**src/core/acs_regs.vh**
```
// Purpose: constants for the converter sequencer (register map, fields, timing)
// Assumes: AXI4-Lite byte addresses, one aligned 32-bit word per register
// Notes:   definitions only
`ifndef ACS_REGS_VH
`define ACS_REGS_VH

// register byte offsets
`define ACS_OFF_CTRL0      8'h00
`define ACS_OFF_CTRL1      8'h04
`define ACS_OFF_PINEN      8'h08
`define ACS_OFF_IRQ        8'h0C
`define ACS_OFF_RES_LO     8'h10
`define ACS_OFF_RES_HI     8'h14

// conv_control_zero fields
`define ACS_C0_START       7
`define ACS_C0_BUSY        6
`define ACS_C0_PDOWN       5
`define ACS_C0_CHLO_MSB    2
`define ACS_C0_CHLO_LSB    0
// conv_control_one fields
`define ACS_C1_CHHI        7
`define ACS_C1_VREF        3
`define ACS_C1_DIV_MSB     2
`define ACS_C1_DIV_LSB     0
// irq control fields
`define ACS_IRQ_GIE        0
`define ACS_IRQ_EN         1
`define ACS_IRQ_FLAG       2

// reset values
`define ACS_RST_PDOWN      1'b1
`define ACS_RST_BYTE       8'h00
`define ACS_RST_RESULT     12'h000

// conversion timing in converter clock periods, and SAR trial codes
`define ACS_CONV_PERIODS   5'h10
`define ACS_SAMPLE_PERIODS 4'h4
`define ACS_LAST_STEP      4'hF
`define ACS_SAR_FIRST      12'h800
`define ACS_SAR_LSB        12'h001

// axi responses
`define ACS_RESP_OKAY      2'b00
`define ACS_RESP_SLVERR    2'b10

`endif

```
**src/core/acs_sequencer.v**
```verilog
// Purpose: 12-bit successive-approximation converter sequencer with AXI4-Lite registers
// Assumes: comparator and analog mux are outside; cmp_above is synchronous to sys_clk
// Notes:   one clock domain, no clock enable, registers sit in the low byte of each word
`timescale 1ns/1ns
`include "acs_regs.vh"

////////////////////////////////////////////////////////////////////////////////
module acs_sequencer #(
   parameter DIV_W = 3,
   parameter RES_W = 12
) (
   input  wire              sys_clk,
   input  wire              nrst,
   input  wire [7:0]        s_axi_awaddr,
   input  wire              s_axi_awvalid,
   output wire              s_axi_awready,
   input  wire [31:0]       s_axi_wdata,
   input  wire [3:0]        s_axi_wstrb,
   input  wire              s_axi_wvalid,
   output wire              s_axi_wready,
   output reg  [1:0]        s_axi_bresp,
   output reg               s_axi_bvalid,
   input  wire              s_axi_bready,
   input  wire [7:0]        s_axi_araddr,
   input  wire              s_axi_arvalid,
   output wire              s_axi_arready,
   output reg  [31:0]       s_axi_rdata,
   output reg  [1:0]        s_axi_rresp,
   output reg               s_axi_rvalid,
   input  wire              s_axi_rready,
   input  wire              cmp_above,
   input  wire              cpu_stack_full,
   output wire [4:0]        channel_select,
   output wire [7:0]        analog_pin_enables,
   output wire              conv_power_down,
   output wire              vref_external,
   output wire              conv_sample,
   output wire              conv_reset,
   output wire [RES_W-1:0]  sar_trial_code,
   output wire              conv_irq
);

   localparam ST_IDLE = 2'b00;
   localparam ST_HOLD = 2'b01;
   localparam ST_RUN  = 2'b10;

   // divider terminal count for a select code
   function [6:0] div_limit;
      input [DIV_W-1:0] sel;
      begin
         div_limit = (7'h01 << sel) - 7'h01;
      end
   endfunction

   // control registers
   reg              start_q;
   reg              pdown_q;
   reg [2:0]        ch_lo_q;
   reg              ch_hi_q;
   reg              vref_q;
   reg [DIV_W-1:0]  div_q;
   reg [7:0]        pinen_q;
   reg              gie_q;
   reg              irq_en_q;
   reg              flag_q;
   reg              busy_q;
   reg [RES_W-1:0]  result_q;
   // sequencer state
   reg [1:0]        state_q;
   reg [6:0]        div_cnt_q;
   reg [3:0]        step_q;
   reg [RES_W-1:0]  trial_q;
   reg [RES_W-1:0]  mask_q;
   // bus state
   reg              aw_hold_q;
   reg              w_hold_q;
   reg [7:0]        awaddr_q;
   reg [7:0]        wbyte_q;
   reg              wlane_q;

   ////////////////////////////////////////////////////////////////////////////
   // bus handshakes
   assign s_axi_awready = ~aw_hold_q & ~s_axi_bvalid;
   assign s_axi_wready  = ~w_hold_q & ~s_axi_bvalid;
   assign s_axi_arready = ~s_axi_rvalid;

   wire do_write = aw_hold_q & w_hold_q;
   wire wr_ctrl0 = do_write & wlane_q & (awaddr_q == `ACS_OFF_CTRL0);
   wire wr_ctrl1 = do_write & wlane_q & (awaddr_q == `ACS_OFF_CTRL1);
   wire wr_pinen = do_write & wlane_q & (awaddr_q == `ACS_OFF_PINEN);
   wire wr_irq   = do_write & wlane_q & (awaddr_q == `ACS_OFF_IRQ);
   wire wr_known = (awaddr_q == `ACS_OFF_CTRL0) | (awaddr_q == `ACS_OFF_CTRL1) |
                   (awaddr_q == `ACS_OFF_PINEN) | (awaddr_q == `ACS_OFF_IRQ) |
                   (awaddr_q == `ACS_OFF_RES_LO) | (awaddr_q == `ACS_OFF_RES_HI);

   // start edge detection on the written value
   wire start_d    = wr_ctrl0 ? wbyte_q[`ACS_C0_START] : start_q;
   wire start_fall = start_q & ~start_d;
   wire pdown_d    = wr_ctrl0 ? wbyte_q[`ACS_C0_PDOWN] : pdown_q;

   ////////////////////////////////////////////////////////////////////////////
   // converter clock and conversion sequencing
   wire adck_tick = (div_cnt_q >= div_limit(div_q));
   wire decide    = (state_q == ST_RUN) & adck_tick & (step_q >= `ACS_SAMPLE_PERIODS);
   wire [RES_W-1:0] kept = cmp_above ? trial_q : (trial_q & ~mask_q);
   wire finish    = decide & (step_q == `ACS_LAST_STEP) & ~start_d & ~pdown_d;

   always @(posedge sys_clk or negedge nrst) begin
      if (!nrst) begin
         state_q   <= ST_IDLE;
         div_cnt_q <= 7'h00;
         step_q    <= 4'h0;
         trial_q   <= `ACS_RST_RESULT;
         mask_q    <= `ACS_RST_RESULT;
         busy_q    <= 1'b0;
         result_q  <= `ACS_RST_RESULT;
      end else begin
         if (adck_tick || state_q != ST_RUN)
            div_cnt_q <= 7'h00;
         else
            div_cnt_q <= div_cnt_q + 7'h01;
         case (state_q)
            ST_IDLE, ST_HOLD: begin
               if (start_d) begin
                  state_q <= ST_HOLD;
                  busy_q  <= 1'b1;
               end else if (start_fall && !pdown_d) begin
                  state_q <= ST_RUN;
                  busy_q  <= 1'b1;
                  step_q  <= 4'h0;
               end else if (state_q == ST_HOLD) begin
                  // powered down at release: nothing to convert
                  state_q <= ST_IDLE;
                  busy_q  <= 1'b0;
               end
            end
            ST_RUN: begin
               if (start_d || pdown_d) begin
                  state_q <= start_d ? ST_HOLD : ST_IDLE;
                  busy_q  <= start_d;
               end else if (adck_tick) begin
                  step_q <= step_q + 4'h1;
                  if (step_q == `ACS_SAMPLE_PERIODS - 4'h1) begin
                     trial_q <= `ACS_SAR_FIRST;
                     mask_q  <= `ACS_SAR_FIRST;
                  end
                  if (decide) begin
                     trial_q <= kept | (mask_q >> 1);
                     mask_q  <= mask_q >> 1;
                  end
                  if (finish) begin
                     state_q  <= ST_IDLE;
                     busy_q   <= 1'b0;
                     result_q <= kept;
                  end
               end
            end
            default: begin
               state_q <= ST_IDLE;
               busy_q  <= 1'b0;
            end
         endcase
      end
   end

   ////////////////////////////////////////////////////////////////////////////
   // software registers
   always @(posedge sys_clk or negedge nrst) begin
      if (!nrst) begin
         start_q  <= 1'b0;
         pdown_q  <= `ACS_RST_PDOWN;
         ch_lo_q  <= 3'b000;
         ch_hi_q  <= 1'b0;
         vref_q   <= 1'b0;
         div_q    <= {DIV_W{1'b0}};
         pinen_q  <= `ACS_RST_BYTE;
         gie_q    <= 1'b0;
         irq_en_q <= 1'b0;
         flag_q   <= 1'b0;
      end else begin
         start_q <= start_d;
         if (wr_ctrl0) begin
            pdown_q <= wbyte_q[`ACS_C0_PDOWN];
            ch_lo_q <= wbyte_q[`ACS_C0_CHLO_MSB:`ACS_C0_CHLO_LSB];
         end
         if (wr_ctrl1) begin
            ch_hi_q <= wbyte_q[`ACS_C1_CHHI];
            vref_q  <= wbyte_q[`ACS_C1_VREF];
            div_q   <= wbyte_q[`ACS_C1_DIV_MSB:`ACS_C1_DIV_LSB];
         end
         if (wr_pinen)
            pinen_q <= wbyte_q;
         if (wr_irq) begin
            gie_q    <= wbyte_q[`ACS_IRQ_GIE];
            irq_en_q <= wbyte_q[`ACS_IRQ_EN];
         end
         // completion sets flag; set beats clear
         if (finish)
            flag_q <= 1'b1;
         else if (wr_irq)
            flag_q <= wbyte_q[`ACS_IRQ_FLAG];
      end
   end

   ////////////////////////////////////////////////////////////////////////////
   // write channel
   always @(posedge sys_clk or negedge nrst) begin
      if (!nrst) begin
         aw_hold_q    <= 1'b0;
         w_hold_q     <= 1'b0;
         awaddr_q     <= 8'h00;
         wbyte_q      <= 8'h00;
         wlane_q      <= 1'b0;
         s_axi_bvalid <= 1'b0;
         s_axi_bresp  <= `ACS_RESP_OKAY;
      end else begin
         if (s_axi_awvalid && s_axi_awready) begin
            aw_hold_q <= 1'b1;
            awaddr_q  <= s_axi_awaddr;
         end
         if (s_axi_wvalid && s_axi_wready) begin
            w_hold_q <= 1'b1;
            wbyte_q  <= s_axi_wdata[7:0];
            wlane_q  <= s_axi_wstrb[0];
         end
         if (do_write) begin
            aw_hold_q    <= 1'b0;
            w_hold_q     <= 1'b0;
            s_axi_bvalid <= 1'b1;
            s_axi_bresp  <= wr_known ? `ACS_RESP_OKAY : `ACS_RESP_SLVERR;
         end else if (s_axi_bready) begin
            s_axi_bvalid <= 1'b0;
         end
      end
   end

   ////////////////////////////////////////////////////////////////////////////
   // read channel
   reg [7:0] rd_byte;
   reg       rd_known;
   always @* begin
      rd_byte  = 8'h00;
      rd_known = 1'b1;
      case (s_axi_araddr)
         `ACS_OFF_CTRL0: begin
            rd_byte[`ACS_C0_START] = start_q;
            rd_byte[`ACS_C0_BUSY]  = busy_q;
            rd_byte[`ACS_C0_PDOWN] = pdown_q;
            rd_byte[`ACS_C0_CHLO_MSB:`ACS_C0_CHLO_LSB] = ch_lo_q;
         end
         `ACS_OFF_CTRL1: begin
            rd_byte[`ACS_C1_CHHI] = ch_hi_q;
            rd_byte[`ACS_C1_VREF] = vref_q;
            rd_byte[`ACS_C1_DIV_MSB:`ACS_C1_DIV_LSB] = div_q;
         end
         `ACS_OFF_PINEN:
            rd_byte = pinen_q;
         `ACS_OFF_IRQ: begin
            rd_byte[`ACS_IRQ_GIE]  = gie_q;
            rd_byte[`ACS_IRQ_EN]   = irq_en_q;
            rd_byte[`ACS_IRQ_FLAG] = flag_q;
         end
         `ACS_OFF_RES_LO:
            rd_byte = result_q[7:0];
         `ACS_OFF_RES_HI:
            rd_byte = {4'h0, result_q[RES_W-1:8]};
         default:
            rd_known = 1'b0;
      endcase
   end

   always @(posedge sys_clk or negedge nrst) begin
      if (!nrst) begin
         s_axi_rvalid <= 1'b0;
         s_axi_rdata  <= 32'h0000_0000;
         s_axi_rresp  <= `ACS_RESP_OKAY;
      end else if (s_axi_arvalid && s_axi_arready) begin
         s_axi_rvalid <= 1'b1;
         s_axi_rdata  <= {24'h00_0000, rd_byte};
         s_axi_rresp  <= rd_known ? `ACS_RESP_OKAY : `ACS_RESP_SLVERR;
      end else if (s_axi_rready) begin
         s_axi_rvalid <= 1'b0;
      end
   end

   ////////////////////////////////////////////////////////////////////////////
   // analog side controls
   // channel bits from both controls
   assign channel_select     = {ch_hi_q, 1'b0, ch_lo_q};
   assign analog_pin_enables = pinen_q;
   assign conv_power_down    = pdown_q;
   assign vref_external      = vref_q;
   assign conv_sample        = (state_q == ST_RUN) & (step_q < `ACS_SAMPLE_PERIODS);
   assign conv_reset         = (state_q != ST_RUN);
   assign sar_trial_code     = trial_q;
   assign conv_irq           = flag_q & irq_en_q & gie_q & ~cpu_stack_full;

endmodule // acs_sequencer

```
**config.mk**
```make
export PLATFORM = sky130hd
export DESIGN_NAME = acs_sequencer
export DESIGN_NICKNAME = d
export VERILOG_FILES = /design/src/core/acs_sequencer.v
export VERILOG_INCLUDE_DIRS = /design/src /design/src/core
export SDC_FILE = /design/constraint.sdc
export NUM_CORES = 1
export LEC_CHECK = 0
export BUFFER_PORTS_ARGS = -buffer_cell sky130_fd_sc_hd__buf_4
export CORE_MARGIN = 1
export CORE_UTILIZATION = 42
export DETAILED_ROUTE_END_ITERATION = 8
export PLACE_DENSITY = 0.68
export SLEW_MARGIN = 20
export SYNTH_ARGS = -nofsm -noshare
export SYNTH_HDL_FRONTEND = slang
export SYNTH_SLANG_ARGS = --single-unit
```
**constraint.sdc**
```tcl
create_clock -name sys_clk -period 3.05 [get_ports sys_clk]
set_input_delay 0.61 -clock sys_clk [delete_from_list [all_inputs] [get_ports sys_clk]]
set_output_delay 0.61 -clock sys_clk [all_outputs]
set_load 0.005 [all_outputs]
```
==> run summary <==
• **outcome** finished with violations
• **failing checks** DRC
• **total of fill cells in the finished design** 986
• **setup clock skew after layout** 0.006107 ns
• **highest attainable clock frequency** 338.0 MHz
• **flip-flop and latch count after synthesis** 102
• **fraction of registers with async set/reset** 100.0%
• **number of buffer and inverter stages on the critical path** 1
• **die height** 111.8 microns
• **number of distinct library cell variants in the gate-level netlist after synthesis** 55
• **Slowest Stage Delay on Critical Path** 0.42 ns
• **crit-path max FO** 6
• **global-route congestion overflow total** 0
• **sum of routed wire length over all layers** 11.37 mm
• **multi-input gate area in the final layout** 0.002242 sq mm
• **leading cell type in the layout, fill and taps excluded** dfrtp_1
• **proportion of layout cells with a drive suffix above 1** 29.06%
• **final hold violation count** 0
• **leading cell types by total area after synthesis** dfrtp_1 (50%), mux2_2 (8.2%), mux2i_1 (4.5%)
• **most frequent cells in the layout** dfrtp_1 (101), buf_4 (90), mux2_2 (37), nand2_1 (36), inv_1 (33)
• **Floorplan Core Area** 0.01156 sq mm
• **CTS tree** done
• **final weighted congestion of routability-driven global placement** 0.8045
• **Pwr per Cell Area** 590.3 mW/mm^2
• **leakage component of the power** 0.002955 uW
• **setup repair after global routing missed its margin** true
• **max-cap violations** 0
• **number of buffer cells added on primary ports** 77
• **required time reported for the critical path endpoint** 3.27 ns
• **Crit path top cell by count** a21oi_2
• **maximum number of pins on one net before global-route repair** 61
• **HPWL reported at the end of detailed placement** 7.972 mm
• **Top FF cell, synth** dfrtp_1
• **worst ir drop on vdd** 0.0003040 V
• **clock transition at the registers of the reported paths** 0.07 ns
• **number of hold buffers added after CTS** 0
• **Mapped Area** 0.005065 sq mm
• **wire length of the first global-routing pass** 18.41 mm
• **slack of the critical path** 0.09128 ns
• **area share of the largest cell type after synthesis** 49.90%
• **cell at the root of the clock tree** clkbuf_16
• **crit path DAT** 3.18 ns
• **via count of the first global-routing pass** 3732
• **worst-path cell chain** or3_4 -> ha_4 -> nor3_2 -> a21o_1 -> a21oi_2 -> ha_1 -> a211o_1 -> a21oi_2 -> o21a_2 -> nor3_4 -> clkbuf_16 -> a221o_1
• **CP Capture Type** flip-flop
• **row count** 39
• **number of instances in the synthesized netlist** 466
• **H-tree depth** 3
• **DRC violation count after routing** 17
• **average cell area after synthesis** 10.87 sq um
• **worst-margin pin slew** 0.8215 ns
• **horizontal die dimension** 111.8 microns
• **Worst path top cell family by delay** compound AO/OA/AOI/OAI gates
• **sink count of the clock tree** 102
• **library cell with the largest summed area after synthesis** dfrtp_1
• **synthesis-to-finish area growth** 22.63%
• **worst hold slack after final layout** 0.2588 ns
• **top-level port count** 132
• **number of detailed-route iterations in the first pass** 7
• **pre-CTS setup slack** -0.1056 ns
• **worst min-delay path category** in2async
• **sequential element share of the synthesized area** 50.42%
• **flop2flop setup slack** 0.09 ns
• **number of synthesized flops with an enable pin** 0
• **final-report max-slew violation count** 0
• **post-layout net count** 627
• **logic depth of the worst register-to-register path** 12
• **launching element type of the critical path** flip-flop
• **Slowest cell on crit path** or3_4
• **Detailed Route Iter0 Violations** 265
• **Antenna Cells** 0
• **clock latency of the later-clocked register in the worst-skew pair** 0.34 ns
• **Critical Setup Path Class** reg2reg
• **Reg-to-Reg Start** div_q[0]
• **Initial Utilization** 43.80%
• **Avg WL per Cell** 16.16 microns
• **Antenna Nets Post-Route** 0
• **number of antenna violations at the first check in global routing** 0
• **Max transition margin** 45.03%
• **area taken by flip-flops and latches** 0.002554 sq mm
• **GRT Overall Usage** 18.69%
• **Tmin final** 2.959 ns
• **buffer depth of the longest clock path** 2
• **clock buffers created by TritonCTS** 9
• **Syn. warnings** 0
• **post-DR vias/cell** 5.395
• **overall die area** 0.01250 sq mm
• **number of vias after detailed routing** 3798
• **reg-to-reg endpoint** sar_trial_code[5]
• **ratio of final minimum period to clock period** 97.01%
• **Final setup violation count** 0
kinds of logic (layout without fill, tap and decap cells):
kind of cell             Yosys count  after routing  share of synthesized area (%)
AND/OR/NAND/NOR                  105            105                          10.67
AO/OA/AOI/OAI                    104            104                          14.16
flip-flops                       102            102                          50.42
buffers and inverters             77            146                          8.103
multiplexers                      61             61                          13.07
adder cells (fa/ha/maj)           10             10                          2.470
XOR/XNOR                           6              6                          1.038
other                              1             27                        0.07404
Yosys cell counts (10+ instances only):
cell / count
ha_1: 10
a22o_1: 11
a221o_1: 11
nand2b_1: 10
o21ai_0: 30
buf_4: 30
nand3_1: 11
nor2_1: 19
nand2_1: 36
dfrtp_1: 101
nor3_1: 10
mux2_2: 37
clkbuf_1: 11
a21oi_1: 19
mux2i_1: 23
inv_1: 33
report_power, final:
part / total, uW / internal, uW / switching [uW]
registers: 1720 / 1540 / 187
clock network: 1150 / 637 / 509
logic: 797 / 441 / 356
worst max path at each step:
stage	from	end	slack (ns)	depth (start not counted)
finish	div_q[0]	sar_trial_code[5]	0.09	12
global route	div_q[0]	sar_trial_code[10]	-0.06	12
CTS	div_q[1]	mask_q[10]	0.04	11
detailed placement	div_q[1]	result_q[4]	-0.11	10
global placement	div_q[1]	result_q[3]	-0.04	10
floorplan	div_q[0]	sar_trial_code[10]	0.02	13
per-layer routing:
metal	share of wire, %	track usage (%)	up-vias
li1	-	-	1790
met1	45	24.94	1831
met2	48	30.02	159
met3	5.7	3.321	18
met4	2.0	7.928	0
met5	0	0	-
final cells by class:
type | count | share of cell area (%)
Multi-Input combinational cell | 313 | 36.10
Tap cell | 143 | 2.881
Clock inverter | 7 | 1.189
Timing Repair Buffer | 97 | 13.09
Sequential cell | 102 | 41.12
Clock buffer | 9 | 3.626
Inverter | 33 | 1.994
through the flow:
stage | setup TNS [ns] | instance area [sq um] | instances | power [uW] | util, %
CTS | 0 | 6078 | 698 | 3617 | 52.56
finish | 0 | 6211 | 704 | 3666 | 53.71
floorplan | 0 | 5164 | 492 | 2164 | -
global route | -0.4827 | 6211 | 704 | 3873 | 53.71
global placement | -0.4131 | 5757 | 681 | 2441 | 49.78
detailed placement | -1.048 | 5757 | 681 | 2469 | 49.78
state kept, by name, indices dropped and copies added (netlist names), 2 cells and up:
signal	flops
result_q	12
ch_lo_q	3
div_q	3
div_cnt_q	7
mask_q	12
s_axi_rdata	8
step_q	4
analog_pin_enables	8
sar_trial_code	12
wbyte_q	8
awaddr_q	8
state_q	2
what timing repair did:
action / 4_1_cts / 5_1_grt
cloned: 0 / 3
gates resized for setup: 1 / 10
pin swaps: 1 / 7
setup buffers: 1 / 3
setup endpoints to repair: 29 / 24
No activity file was read; power rests on OpenSTA's default activity.
